$ cat config.mk
export PLATFORM = sky130hd
export DESIGN_NAME = sreg_slave
export DESIGN_NICKNAME = d
export VERILOG_FILES = /design/src/sreg_pkg.sv /design/src/line_sync.sv /design/src/bus_events.sv /design/src/sreg_slave.sv
export SDC_FILE = /design/constraint.sdc
export NUM_CORES = 1
export LEC_CHECK = 0
export ABC_AREA = 1
export BUFFER_PORTS_ARGS = -buffer_cell sky130_fd_sc_hd__buf_2
export CORE_UTILIZATION = 25
export CTS_BUF_LIST = sky130_fd_sc_hd__clkbuf_8
export CTS_CLUSTER_SIZE = 8
export DETAILED_ROUTE_END_ITERATION = 8
export GPL_TIMING_DRIVEN = 0
export MAX_ROUTING_LAYER = met4
export PLACE_DENSITY = 0.53
export SYNTH_ARGS = -nofsm -noshare
export SYNTH_HDL_FRONTEND = slang
export SYNTH_SLANG_ARGS = --single-unit
export TNS_END_PERCENT = 100
$ cat constraint.sdc
create_clock -name ref_clk_i -period 1.4 [get_ports ref_clk_i]
set_input_delay 0 -clock ref_clk_i [delete_from_list [all_inputs] [get_ports ref_clk_i]]
set_output_delay 0 -clock ref_clk_i [all_outputs]
set_load 0.1 [all_outputs]
$ cat src/sreg_pkg.sv
// Package with constants and carrier types for the serial register slave
package sreg_pkg;
  localparam int          IDX_W      = 7;      // Register index width
  localparam int          DATA_W     = 8;      // Register data width
  localparam int          NUM_REGS   = 128;    // Reachable register count
  localparam logic [6:0]  DEV_ADDR   = 7'h10;  // Seven-bit device address
  localparam logic [7:0]  ADDR_WR    = 8'h20;  // Address byte, write
  localparam logic [7:0]  ADDR_RD    = 8'h21;  // Address byte, read
  localparam int          DIR_BIT    = 0;      // Direction bit position
  localparam logic [6:0]  IDX_RST    = 7'h00;  // Index after reset
  localparam logic [3:0]  BIT_LAST   = 4'h7;   // Last bit count of a byte
  localparam int          SYNC_DEPTH = 2;      // Pin synchroniser stages
  localparam int          SCL_MAX_KHZ = 100;   // Fastest serial clock

  // Sampled bus line pair
  typedef struct packed {
    logic scl;
    logic sda;
  } line_pair_t;

  // Register bank access bundle
  typedef struct packed {
    logic [6:0] idx;
    logic       wr;
    logic [7:0] wdata;
  } bank_req_t;
endpackage : sreg_pkg

$ cat src/line_sync.sv
// Two-stage synchroniser for the serial clock and data pins
`timescale 1ns/1ps
module line_sync #(
  parameter int STAGES = sreg_pkg::SYNC_DEPTH
) (
  input  wire logic              ref_clk_i,
  input  wire logic              sys_rst_i,
  input  wire sreg_pkg::line_pair_t pins_i,
  output sreg_pkg::line_pair_t   sync_o
);
  // Stage registers; idle bus reads high
  sreg_pkg::line_pair_t stage_r [STAGES];

  // First stage feeds only the next stage
  always_ff @(posedge ref_clk_i or posedge sys_rst_i) begin
    if (sys_rst_i) begin
      for (int i = 0; i < STAGES; i++) begin
        stage_r[i] <= '1;
      end
    end else begin
      stage_r[0] <= pins_i;
      for (int i = 1; i < STAGES; i++) begin
        stage_r[i] <= stage_r[i-1];
      end
    end
  end

  assign sync_o = stage_r[STAGES-1];
endmodule : line_sync

$ cat src/bus_events.sv
// Edge, start and stop detector on synchronised bus lines
`timescale 1ns/1ps
module bus_events (
  input  wire logic              ref_clk_i,
  input  wire logic              sys_rst_i,
  input  wire sreg_pkg::line_pair_t line_i,
  output logic                   scl_rise_o,
  output logic                   scl_fall_o,
  output logic                   start_o,
  output logic                   stop_o,
  output logic                   sda_o
);
  sreg_pkg::line_pair_t prev_r;  // Previous sample of both lines

  // Keep last sample for edge finding
  always_ff @(posedge ref_clk_i or posedge sys_rst_i) begin
    if (sys_rst_i) begin
      prev_r <= '1;
    end else begin
      prev_r <= line_i;
    end
  end

  // Data edge with clock held high marks a condition
  assign scl_rise_o = line_i.scl & ~prev_r.scl;
  assign scl_fall_o = ~line_i.scl & prev_r.scl;
  assign start_o = line_i.scl & prev_r.scl & prev_r.sda & ~line_i.sda;
  assign stop_o  = line_i.scl & prev_r.scl & ~prev_r.sda & line_i.sda;
  assign sda_o   = line_i.sda;
endmodule : bus_events

$ cat src/sreg_slave.sv
// Two-wire serial slave giving indexed access to a byte register bank
`timescale 1ns/1ps

// Limitation: no clock stretching, so each serial clock phase must
// outlast the four system clocks of synchroniser and edge finding
// plus a few clocks of margin for the data line to settle.
// Reset returns the index to zero; register contents live outside.

module sreg_slave #(
  parameter logic [6:0]   DEV_ADDR = sreg_pkg::DEV_ADDR,
  parameter logic [127:0] RO_MASK  = 128'h0
) (
  input  wire logic                 ref_clk_i,
  input  wire logic                 sys_rst_i,
  input  wire logic                 scl_i,
  input  wire logic                 sda_i,
  output logic                      sda_o,
  output logic                      sda_oe_o,
  output logic [6:0]                reg_idx_o,
  output logic                      reg_wr_o,
  output logic [7:0]                reg_wdata_o,
  input  wire logic [7:0]           reg_rdata_i,
  output logic                      busy_o
);
  // Slave states, one-hot
  // Codes written out so each state is a single flip-flop
  typedef enum logic [6:0] {
    ST_IDLE = 7'h01,  // Waiting for a start
    ST_ADDR = 7'h02,  // Receiving address byte
    ST_AACK = 7'h04,  // Address acknowledge slot
    ST_RX   = 7'h08,  // Receiving index or data
    ST_RACK = 7'h10,  // Receive acknowledge slot
    ST_TX   = 7'h20,  // Sending a byte
    ST_TACK = 7'h40   // Master acknowledge slot
  } state_t;

  // Internal nets and state
  sreg_pkg::line_pair_t pins;      // Raw pins
  sreg_pkg::line_pair_t lines;     // Synchronised pins
  logic       scl_rise;            // Serial clock rising
  logic       scl_fall;            // Serial clock falling
  logic       start_ev;            // Start or repeated start
  logic       stop_ev;             // Stop condition
  logic       sda_s;               // Synchronised data
  state_t     state_r;             // Current state
  logic [3:0] bit_cnt_r;           // Bits of current byte
  logic [7:0] shift_r;             // Serial/parallel register
  logic       dir_rd_r;            // Latched direction bit
  logic       have_idx_r;          // Index byte seen this message
  logic       first_tx_r;          // Next read byte is the index
  logic [6:0] idx_r;               // Register index pointer
  logic       ack_ok_r;            // Master acknowledged the byte
  logic       ack_nxt;             // Acknowledge decision

  // Pack the raw pins for the synchroniser
  assign pins.scl = scl_i;
  assign pins.sda = sda_i;

  // Pin synchroniser
  // Both lines pass the same stages so their order is kept
  line_sync u_sync (
    .ref_clk_i (ref_clk_i),
    .sys_rst_i (sys_rst_i),
    .pins_i    (pins),
    .sync_o    (lines)
  );

  // Bus condition detector
  // Conditions are judged only on synchronised samples
  bus_events u_events (
    .ref_clk_i  (ref_clk_i),
    .sys_rst_i  (sys_rst_i),
    .line_i     (lines),
    .scl_rise_o (scl_rise),
    .scl_fall_o (scl_fall),
    .start_o    (start_ev),
    .stop_o     (stop_ev),
    .sda_o      (sda_s)
  );

  // Seven-bit increment wraps naturally at the top
  // Used for writes and reads alike
  function automatic logic [6:0] idx_inc(input logic [6:0] v);
    idx_inc = 7'(v + 7'h01);
  endfunction : idx_inc

  // Address acknowledge decision on the full byte
  // Only the top seven bits name the device
  assign ack_nxt = (shift_r[7:1] == DEV_ADDR);

  // Protocol state machine; master is trusted on the clock rate
  always_ff @(posedge ref_clk_i or posedge sys_rst_i) begin
    if (sys_rst_i) begin
      state_r <= ST_IDLE;
    end else if (start_ev) begin
      state_r <= ST_ADDR;
    end else if (stop_ev) begin
      state_r <= ST_IDLE;
    end else if (scl_fall) begin
      unique case (state_r)
        ST_IDLE: begin
          // Bus traffic for others is ignored here
          state_r <= ST_IDLE;
        end
        ST_ADDR: begin
          // Judge the address once all eight bits are in
          if (bit_cnt_r == 4'h8) begin
            state_r <= ack_nxt ? ST_AACK : ST_IDLE;
          end
        end
        ST_AACK: begin
          // Direction taken from the address byte picks the path
          state_r <= dir_rd_r ? ST_TX : ST_RX;
        end
        ST_RX: begin
          // Index or data byte complete
          if (bit_cnt_r == 4'h8) begin
            state_r <= ST_RACK;
          end
        end
        ST_RACK: begin
          // Keep receiving until the master ends the message
          state_r <= ST_RX;
        end
        ST_TX: begin
          // Byte sent, master answers next
          if (bit_cnt_r == 4'h8) begin
            state_r <= ST_TACK;
          end
        end
        ST_TACK: begin
          // Negative acknowledge ends the read and frees the line
          state_r <= ack_ok_r ? ST_TX : ST_IDLE;
        end
        default: begin
          // Illegal one-hot code recovers to idle
          state_r <= ST_IDLE;
        end
      endcase
    end
  end

  // Bit counter: counts rising edges inside a byte
  // Count clears on the eighth fall; the slot's rising edge comes in an ack state, so it is not counted
  always_ff @(posedge ref_clk_i or posedge sys_rst_i) begin
    if (sys_rst_i) begin
      bit_cnt_r <= 4'h0;
    end else if (start_ev) begin
      bit_cnt_r <= 4'h0;
    end else if (scl_fall && (bit_cnt_r == 4'h8 ||
                 state_r == ST_AACK || state_r == ST_RACK ||
                 state_r == ST_TACK)) begin
      bit_cnt_r <= 4'h0;
    end else if (scl_rise && bit_cnt_r <= sreg_pkg::BIT_LAST &&
                 (state_r == ST_ADDR || state_r == ST_RX ||
                  state_r == ST_TX)) begin
      bit_cnt_r <= 4'(bit_cnt_r + 4'h1);
    end
  end

  // Shift register: capture on rise, load and shift on fall
  always_ff @(posedge ref_clk_i or posedge sys_rst_i) begin
    if (sys_rst_i) begin
      shift_r <= 8'h00;
    end else if (scl_rise && (state_r == ST_ADDR || state_r == ST_RX)) begin
      shift_r <= {shift_r[6:0], sda_s};
    end else if (scl_fall && (state_r == ST_AACK ||
                 (state_r == ST_TACK && ack_ok_r))) begin
      // Index goes first, then register contents
      shift_r <= first_tx_r ? {1'b0, idx_r} : reg_rdata_i;
    end else if (scl_fall && state_r == ST_TX && bit_cnt_r != 4'h8) begin
      // Next bit moves to the top after each falling edge
      shift_r <= {shift_r[6:0], 1'b0};
    end
  end

  // Direction bit latch and message flags
  // A start resets the per-message flags; direction is relatched
  always_ff @(posedge ref_clk_i or posedge sys_rst_i) begin
    if (sys_rst_i) begin
      dir_rd_r   <= 1'b0;
      have_idx_r <= 1'b0;
      first_tx_r <= 1'b0;
    end else if (start_ev) begin
      have_idx_r <= 1'b0;
      first_tx_r <= 1'b1;
    end else if (scl_fall && state_r == ST_ADDR && bit_cnt_r == 4'h8) begin
      dir_rd_r <= shift_r[sreg_pkg::DIR_BIT];
    end else if (scl_fall && state_r == ST_RACK) begin
      have_idx_r <= 1'b1;
    end else if (scl_fall && state_r == ST_TX && bit_cnt_r == 4'h8) begin
      first_tx_r <= 1'b0;
    end
  end

  // Master acknowledge sampled on the ninth rising edge
  // Kept until the slot's falling edge decides the next step
  always_ff @(posedge ref_clk_i or posedge sys_rst_i) begin
    if (sys_rst_i) begin
      ack_ok_r <= 1'b0;
    end else if (scl_rise && state_r == ST_TACK) begin
      ack_ok_r <= ~sda_s;
    end
  end

  // Index pointer: set by write, advances per data byte, kept after stop
  always_ff @(posedge ref_clk_i or posedge sys_rst_i) begin
    if (sys_rst_i) begin
      idx_r <= sreg_pkg::IDX_RST;
    end else if (scl_fall && state_r == ST_RACK) begin
      if (!have_idx_r) begin
        // Index-only writes stop here, so no register changes
        idx_r <= shift_r[6:0];
      end else begin
        idx_r <= idx_inc(idx_r);
      end
    end else if (scl_fall && state_r == ST_TX && bit_cnt_r == 4'h8 &&
                 !first_tx_r) begin
      // The index byte itself does not advance the pointer
      idx_r <= idx_inc(idx_r);
    end
  end

  // Register bank write strobe after the acknowledge slot
  always_ff @(posedge ref_clk_i or posedge sys_rst_i) begin
    if (sys_rst_i) begin
      reg_wr_o    <= 1'b0;
      reg_wdata_o <= 8'h00;
    end else begin
      // Read-only locations never see a strobe
      // Data comes from the shifter, which holds still during the slot
      reg_wr_o <= scl_fall && state_r == ST_RACK && have_idx_r &&
                  !RO_MASK[idx_r];
      reg_wdata_o <= shift_r;
    end
  end

  // Index presented to the bank for reads and writes
  // Registered so the bank sees a steady index during a whole byte
  always_ff @(posedge ref_clk_i or posedge sys_rst_i) begin
    if (sys_rst_i) begin
      reg_idx_o <= sreg_pkg::IDX_RST;
    end else begin
      reg_idx_o <= idx_r;
    end
  end

  // Data line drive: ack low or transmit zero bits, else released
  always_ff @(posedge ref_clk_i or posedge sys_rst_i) begin
    if (sys_rst_i) begin
      sda_oe_o <= 1'b0;
    end else if (start_ev || stop_ev) begin
      sda_oe_o <= 1'b0;
    end else if (state_r == ST_AACK || state_r == ST_RACK) begin
      sda_oe_o <= 1'b1;
    end else if (state_r == ST_TX) begin
      // Last bit held through its high phase too; letting go while the
      // clock is high would look like a stop on the bus
      sda_oe_o <= ~shift_r[7];
    end else begin
      sda_oe_o <= 1'b0;
    end
  end

  // Open-drain output value is always low
  // Driving high is never allowed on a shared open-drain line
  always_ff @(posedge ref_clk_i or posedge sys_rst_i) begin
    if (sys_rst_i) begin
      sda_o <= 1'b0;
    end else begin
      sda_o <= 1'b0;
    end
  end

  // Message in progress flag
  // Follows the state one clock later, like every other output
  always_ff @(posedge ref_clk_i or posedge sys_rst_i) begin
    if (sys_rst_i) begin
      busy_o <= 1'b0;
    end else begin
      busy_o <= (state_r != ST_IDLE);
    end
  end
endmodule : sreg_slave

==> results.txt <==
----------------------------------------------------
[Power]
  Internal portion of total power ... 2.59 mW
  Total power per unit cell area ... 1260 nW/um2
  Peak supply drop ... 1310 uV
  Switch share ... 45.5%
  Leakage power summed over all cells ... 1.81 nW
  Part of the power in combinational logic ... 36.1%
  Sequential fraction of design power ... 44.1%
  Total power ... ~4.8 mW
  Switching power ... 2.16 mW
  Clock share of power ... 19.8%

[Clocking]
  H-tree Lvls ... 2
  Maximum buffer depth of the clock tree ... 2
  Clock insertion delay at the later pin of the skew report ... 0.32 ns
  Num CTS Buffers ... 5
  CTS tree ... yes
  Cell at the root of the clock tree ... clkbuf_8
  Clock Sink Count ... 54
  Clock transition time at the flip-flop clock pins of the worst setup and hold paths ... 0.11 ns

[Synthesis]
  Gate Count Post-Synth ... 339
  Average cell area after synthesis ... 8.20 um2
  Syn Nets ... 354
  Async set-or-reset flop fraction in the synthesized netlist ... 100%
  Number of unique standard cell types used by synthesis ... 33
  Seq/Total Area, Yosys ... around half
  Seq cells post-synth ... 54
  Number of synthesized flops with an enable pin ... 0
  YS warnings ... 0
  Area of the mapped netlist ... around 2800 um2
  Predominant post-synthesis flop cell ... dfrtp_1

[Min path]
  Class of the worst hold path ... in2reg
  Cell depth of the worst min-delay path ... 7

[Finish]
  Sequential cell area ... approximately 1400 um2
  Filler instances ... 1129
  Final instance area ... 3760 um2
  Count of placed standard cells in the final layout, fillers left out ... 548
  Area occupied by multi-input gates ... 1480 um2
  Relative area change from synthesis to final layout ... 35.3%
  Most common cell after layout, fill and taps aside ... nand2_1
  Share of layout cells above drive strength 1 ... 37.3%
  Leading cell types in the layout, fill and taps excluded ... 91 x nand2_1, 45 x dfrtp_1, 29 x buf_2
  Number of nets in the layout ... 422
  ANT cells ... 0

[STA]
  Total of endpoints with negative setup slack in the final report ... 27
  Max transition margin ... 59.7%
  Slew at the pin closest to its max-slew limit ... 0.604 ns
  Clock skew ... 0.0127 ns
  Highest Clock Rate ... 645 MHz
  Pins over their slew limit ... 0
  Crit share post-route ... 111%
  Min cycle time layout ... 1.55 ns
  Final number of hold-violating endpoints ... 0
  Aggregate negative setup slack ... -3.01 ns
  RSZ-0062 raised after global routing ... yes
  PnR worst setup slack ... -0.151 ns

[Placed design]
  Number of buffers inserted by port buffering ... 29
  Sum of net half-perimeters after detailed placement ... 4590 um
  Final Wtd Congestion ... 0.851
  Area after DPL ... roughly 3100 um2
  Number of instances in the placed design ... around 510

[GRT]
  GRT overflow ... 0
  All-Layer GR Usage ... 12.8%
  Met3 routing resource usage after global routing ... between 2 and 2.5%
  Met1 track demand over resource ... between 10% and 20%
  Global-route met2 utilization ... 20.6%
  GRT Max-Usage Layer ... met2
  Via count of the first global-routing pass ... around 2300
  Initial antenna violation count ... 0
  Global-route wire length before repair ... 11400 um
  Maximum number of pins on one net before global-route repair ... 29

[Detailed routing]
  Via count of the routed design ... 2415
  Routed WL per cell ... roughly 13 um
  Average vias per placed instance ... 4.41
  DRT Pass-1 Iters ... 4
  Post-Route WL ... 6870 um
  DRC Markers ... 0
  Violation count after the first detailed-routing iteration ... 124
  Number of routed nets with antenna violations ... 0

[Worst setup path]
  Worst Reg-to-Reg Cells ... 7
  Worst Path Class, Setup ... reg2reg
  Critical Path Start Type ... flop
  Highest net fanout along the worst path ... 5
  Critical Path End Type ... flop
  R2R setup slack ... -0.15 ns
  CP max-delay cell ... dfrtp_1
  CP most frequent cell ... nor2_4
  Req. time, crit path ... 1.61 ns
  CP Data Arrival Time ... 1.76 ns
  Critical path cell sequence ... nor2_4 > nand2_4 > nor2_4 > nand3_4 > or2_1 > o211ai_1 > nand2_1
  Critical Path Max Stage Delay ... 0.45 ns

[Flow run]
  Max-Cap Viols ... 0

[Floorplan]
  Die height ... 107 um
  Area of the die ... around 12000 um2
  Starting density of the core ... 25.6%
  Width of the chip ... 107 um
  Number of I/O pins ... 31
  CORE AREA ... 10800 um2
  Row count ... 38

[Run status]
  Violations in the final reports ... setup timing
  Outcome ... finished, violations left

----------------------------------------------------
power groups by stage:
stage                     Clock (mW)  Combinational [mW]  Sequential [mW]
after floorplan                    0               0.449             2.95
after global placement             0                1.60             2.11
after detailed placement           0                1.61             2.12
after CTS                      0.969                1.68             2.09
after global routing            1.05                1.83             2.13
final                          0.943                1.71             2.09
synthesized netlist by cell type (2+ instances only):
cell type    n  area [um2]
nor3_1       5        25.0
nand2_2      4        25.0
nor2_1      26        97.6
dfstp_2      7         184
o21ai_1      9        45.0
o21ai_0      9        45.0
xor2_1       4        35.0
nand3b_1     2        15.0
nand3_1     29         145
dfrtp_1     47        1180
nor2_2       2        12.5
a21oi_1      5        25.0
nand2_4      3        33.8
ha_1         3        37.5
nor2_4       8        90.1
nand4_1     11        68.8
nand3_2      4        40.0
inv_2        8        30.0
nand2_1    107         402
inv_1       33         124
state kept, by name (all words and copies together) (netlist names), 2 cells and up:
| register | flops |
|---|---|
| reg_idx_o | 7 |
| shift_r | 8 |
| idx_r | 7 |
| state_r | 7 |
| u_sync.stage_r | 2 |
| u_events.prev_r | 2 |
| reg_wdata_o | 8 |
| u_sync.sync_o | 2 |
| bit_cnt_r | 4 |
logic make-up after synthesis:
logic type / synth area share [%]
AO/OA/AOI/OAI: 5.22
XOR/XNOR: 1.58
adder cells (fa/ha/maj): 1.35
buffers and inverters: 6.53
flip-flops: 48.9
other: 0.135
AND/OR/NAND/NOR: 36.2
per-stage QoR:
step                      hold WS, ns  setup slack (ns)  util (%)
after global routing            0.158            -0.242      34.7
final                           0.116            -0.151      34.7
after floorplan               0.00448           -0.0257         -
after CTS                       0.115            -0.129      33.0
after detailed placement        0.113            -0.255      29.0
after global placement          0.114            -0.645      28.8
critical path, delay by kind of cell, from the launching register on:
kind               cells  cell delay [ns]
DFF                    1             0.45
and+or+nand+nor        6             0.90
AOI/OAI and AO/OA      1             0.08
final timing paths:
| check | startpoint | end |
|---|---|---|
| max | state_r[2]$_DFFE_PP0P_ | idx_r[1]$_DFFE_PP0P_ |
| min | reg_rdata_i[1] | shift_r[1]$_DFFE_PP0P_ |
| max reg2reg | state_r[2]$_DFFE_PP0P_ | idx_r[1]$_DFFE_PP0P_ |
| min reg2reg | u_sync.stage_r[3]$_DFF_PP1_ | u_sync.sync_o[1]$_DFF_PP1_ |
| max in group asynchronous | sys_rst_i | state_r[0]$_DFFE_PP1P_ |
| min in group asynchronous | sys_rst_i | reg_wdata_o[2]$_DFF_PP0_ |
repair_timing:
| item | in CTS | in global routing |
|---|---|---|
| endpoints found under the setup margin | 27 | 29 |
| hold buffers | 3 | 0 |
| resized for setup | 38 | 35 |
| setup buffers | 19 | 6 |
| hold endpoints to repair | 23 | 0 |
| pin swaps | 23 | 20 |
| cloned | 2 | 1 |
routing by layer:
| metal | vias to the layer above | wire length (um) |
|---|---|---|
| li1 | 1212 | - |
| met1 | 1137 | 3080 |
| met2 | 54 | 3360 |
| met3 | 12 | 334 |
| met4 | 0 | 99 |
| met5 | - | 0 |
area by class of cell:
cell class,count,area share [%]
Clock inverter,2,0.333
Sequential cell,54,36.3
Clock buffer,6,2.20
Buffer,4,1.03
Inverter,41,4.49
Timing Repair Buffer,59,11.8
Tap cell,140,4.66
Multi-Input combinational cell,242,39.2
(Power assumes the default switching activity.)
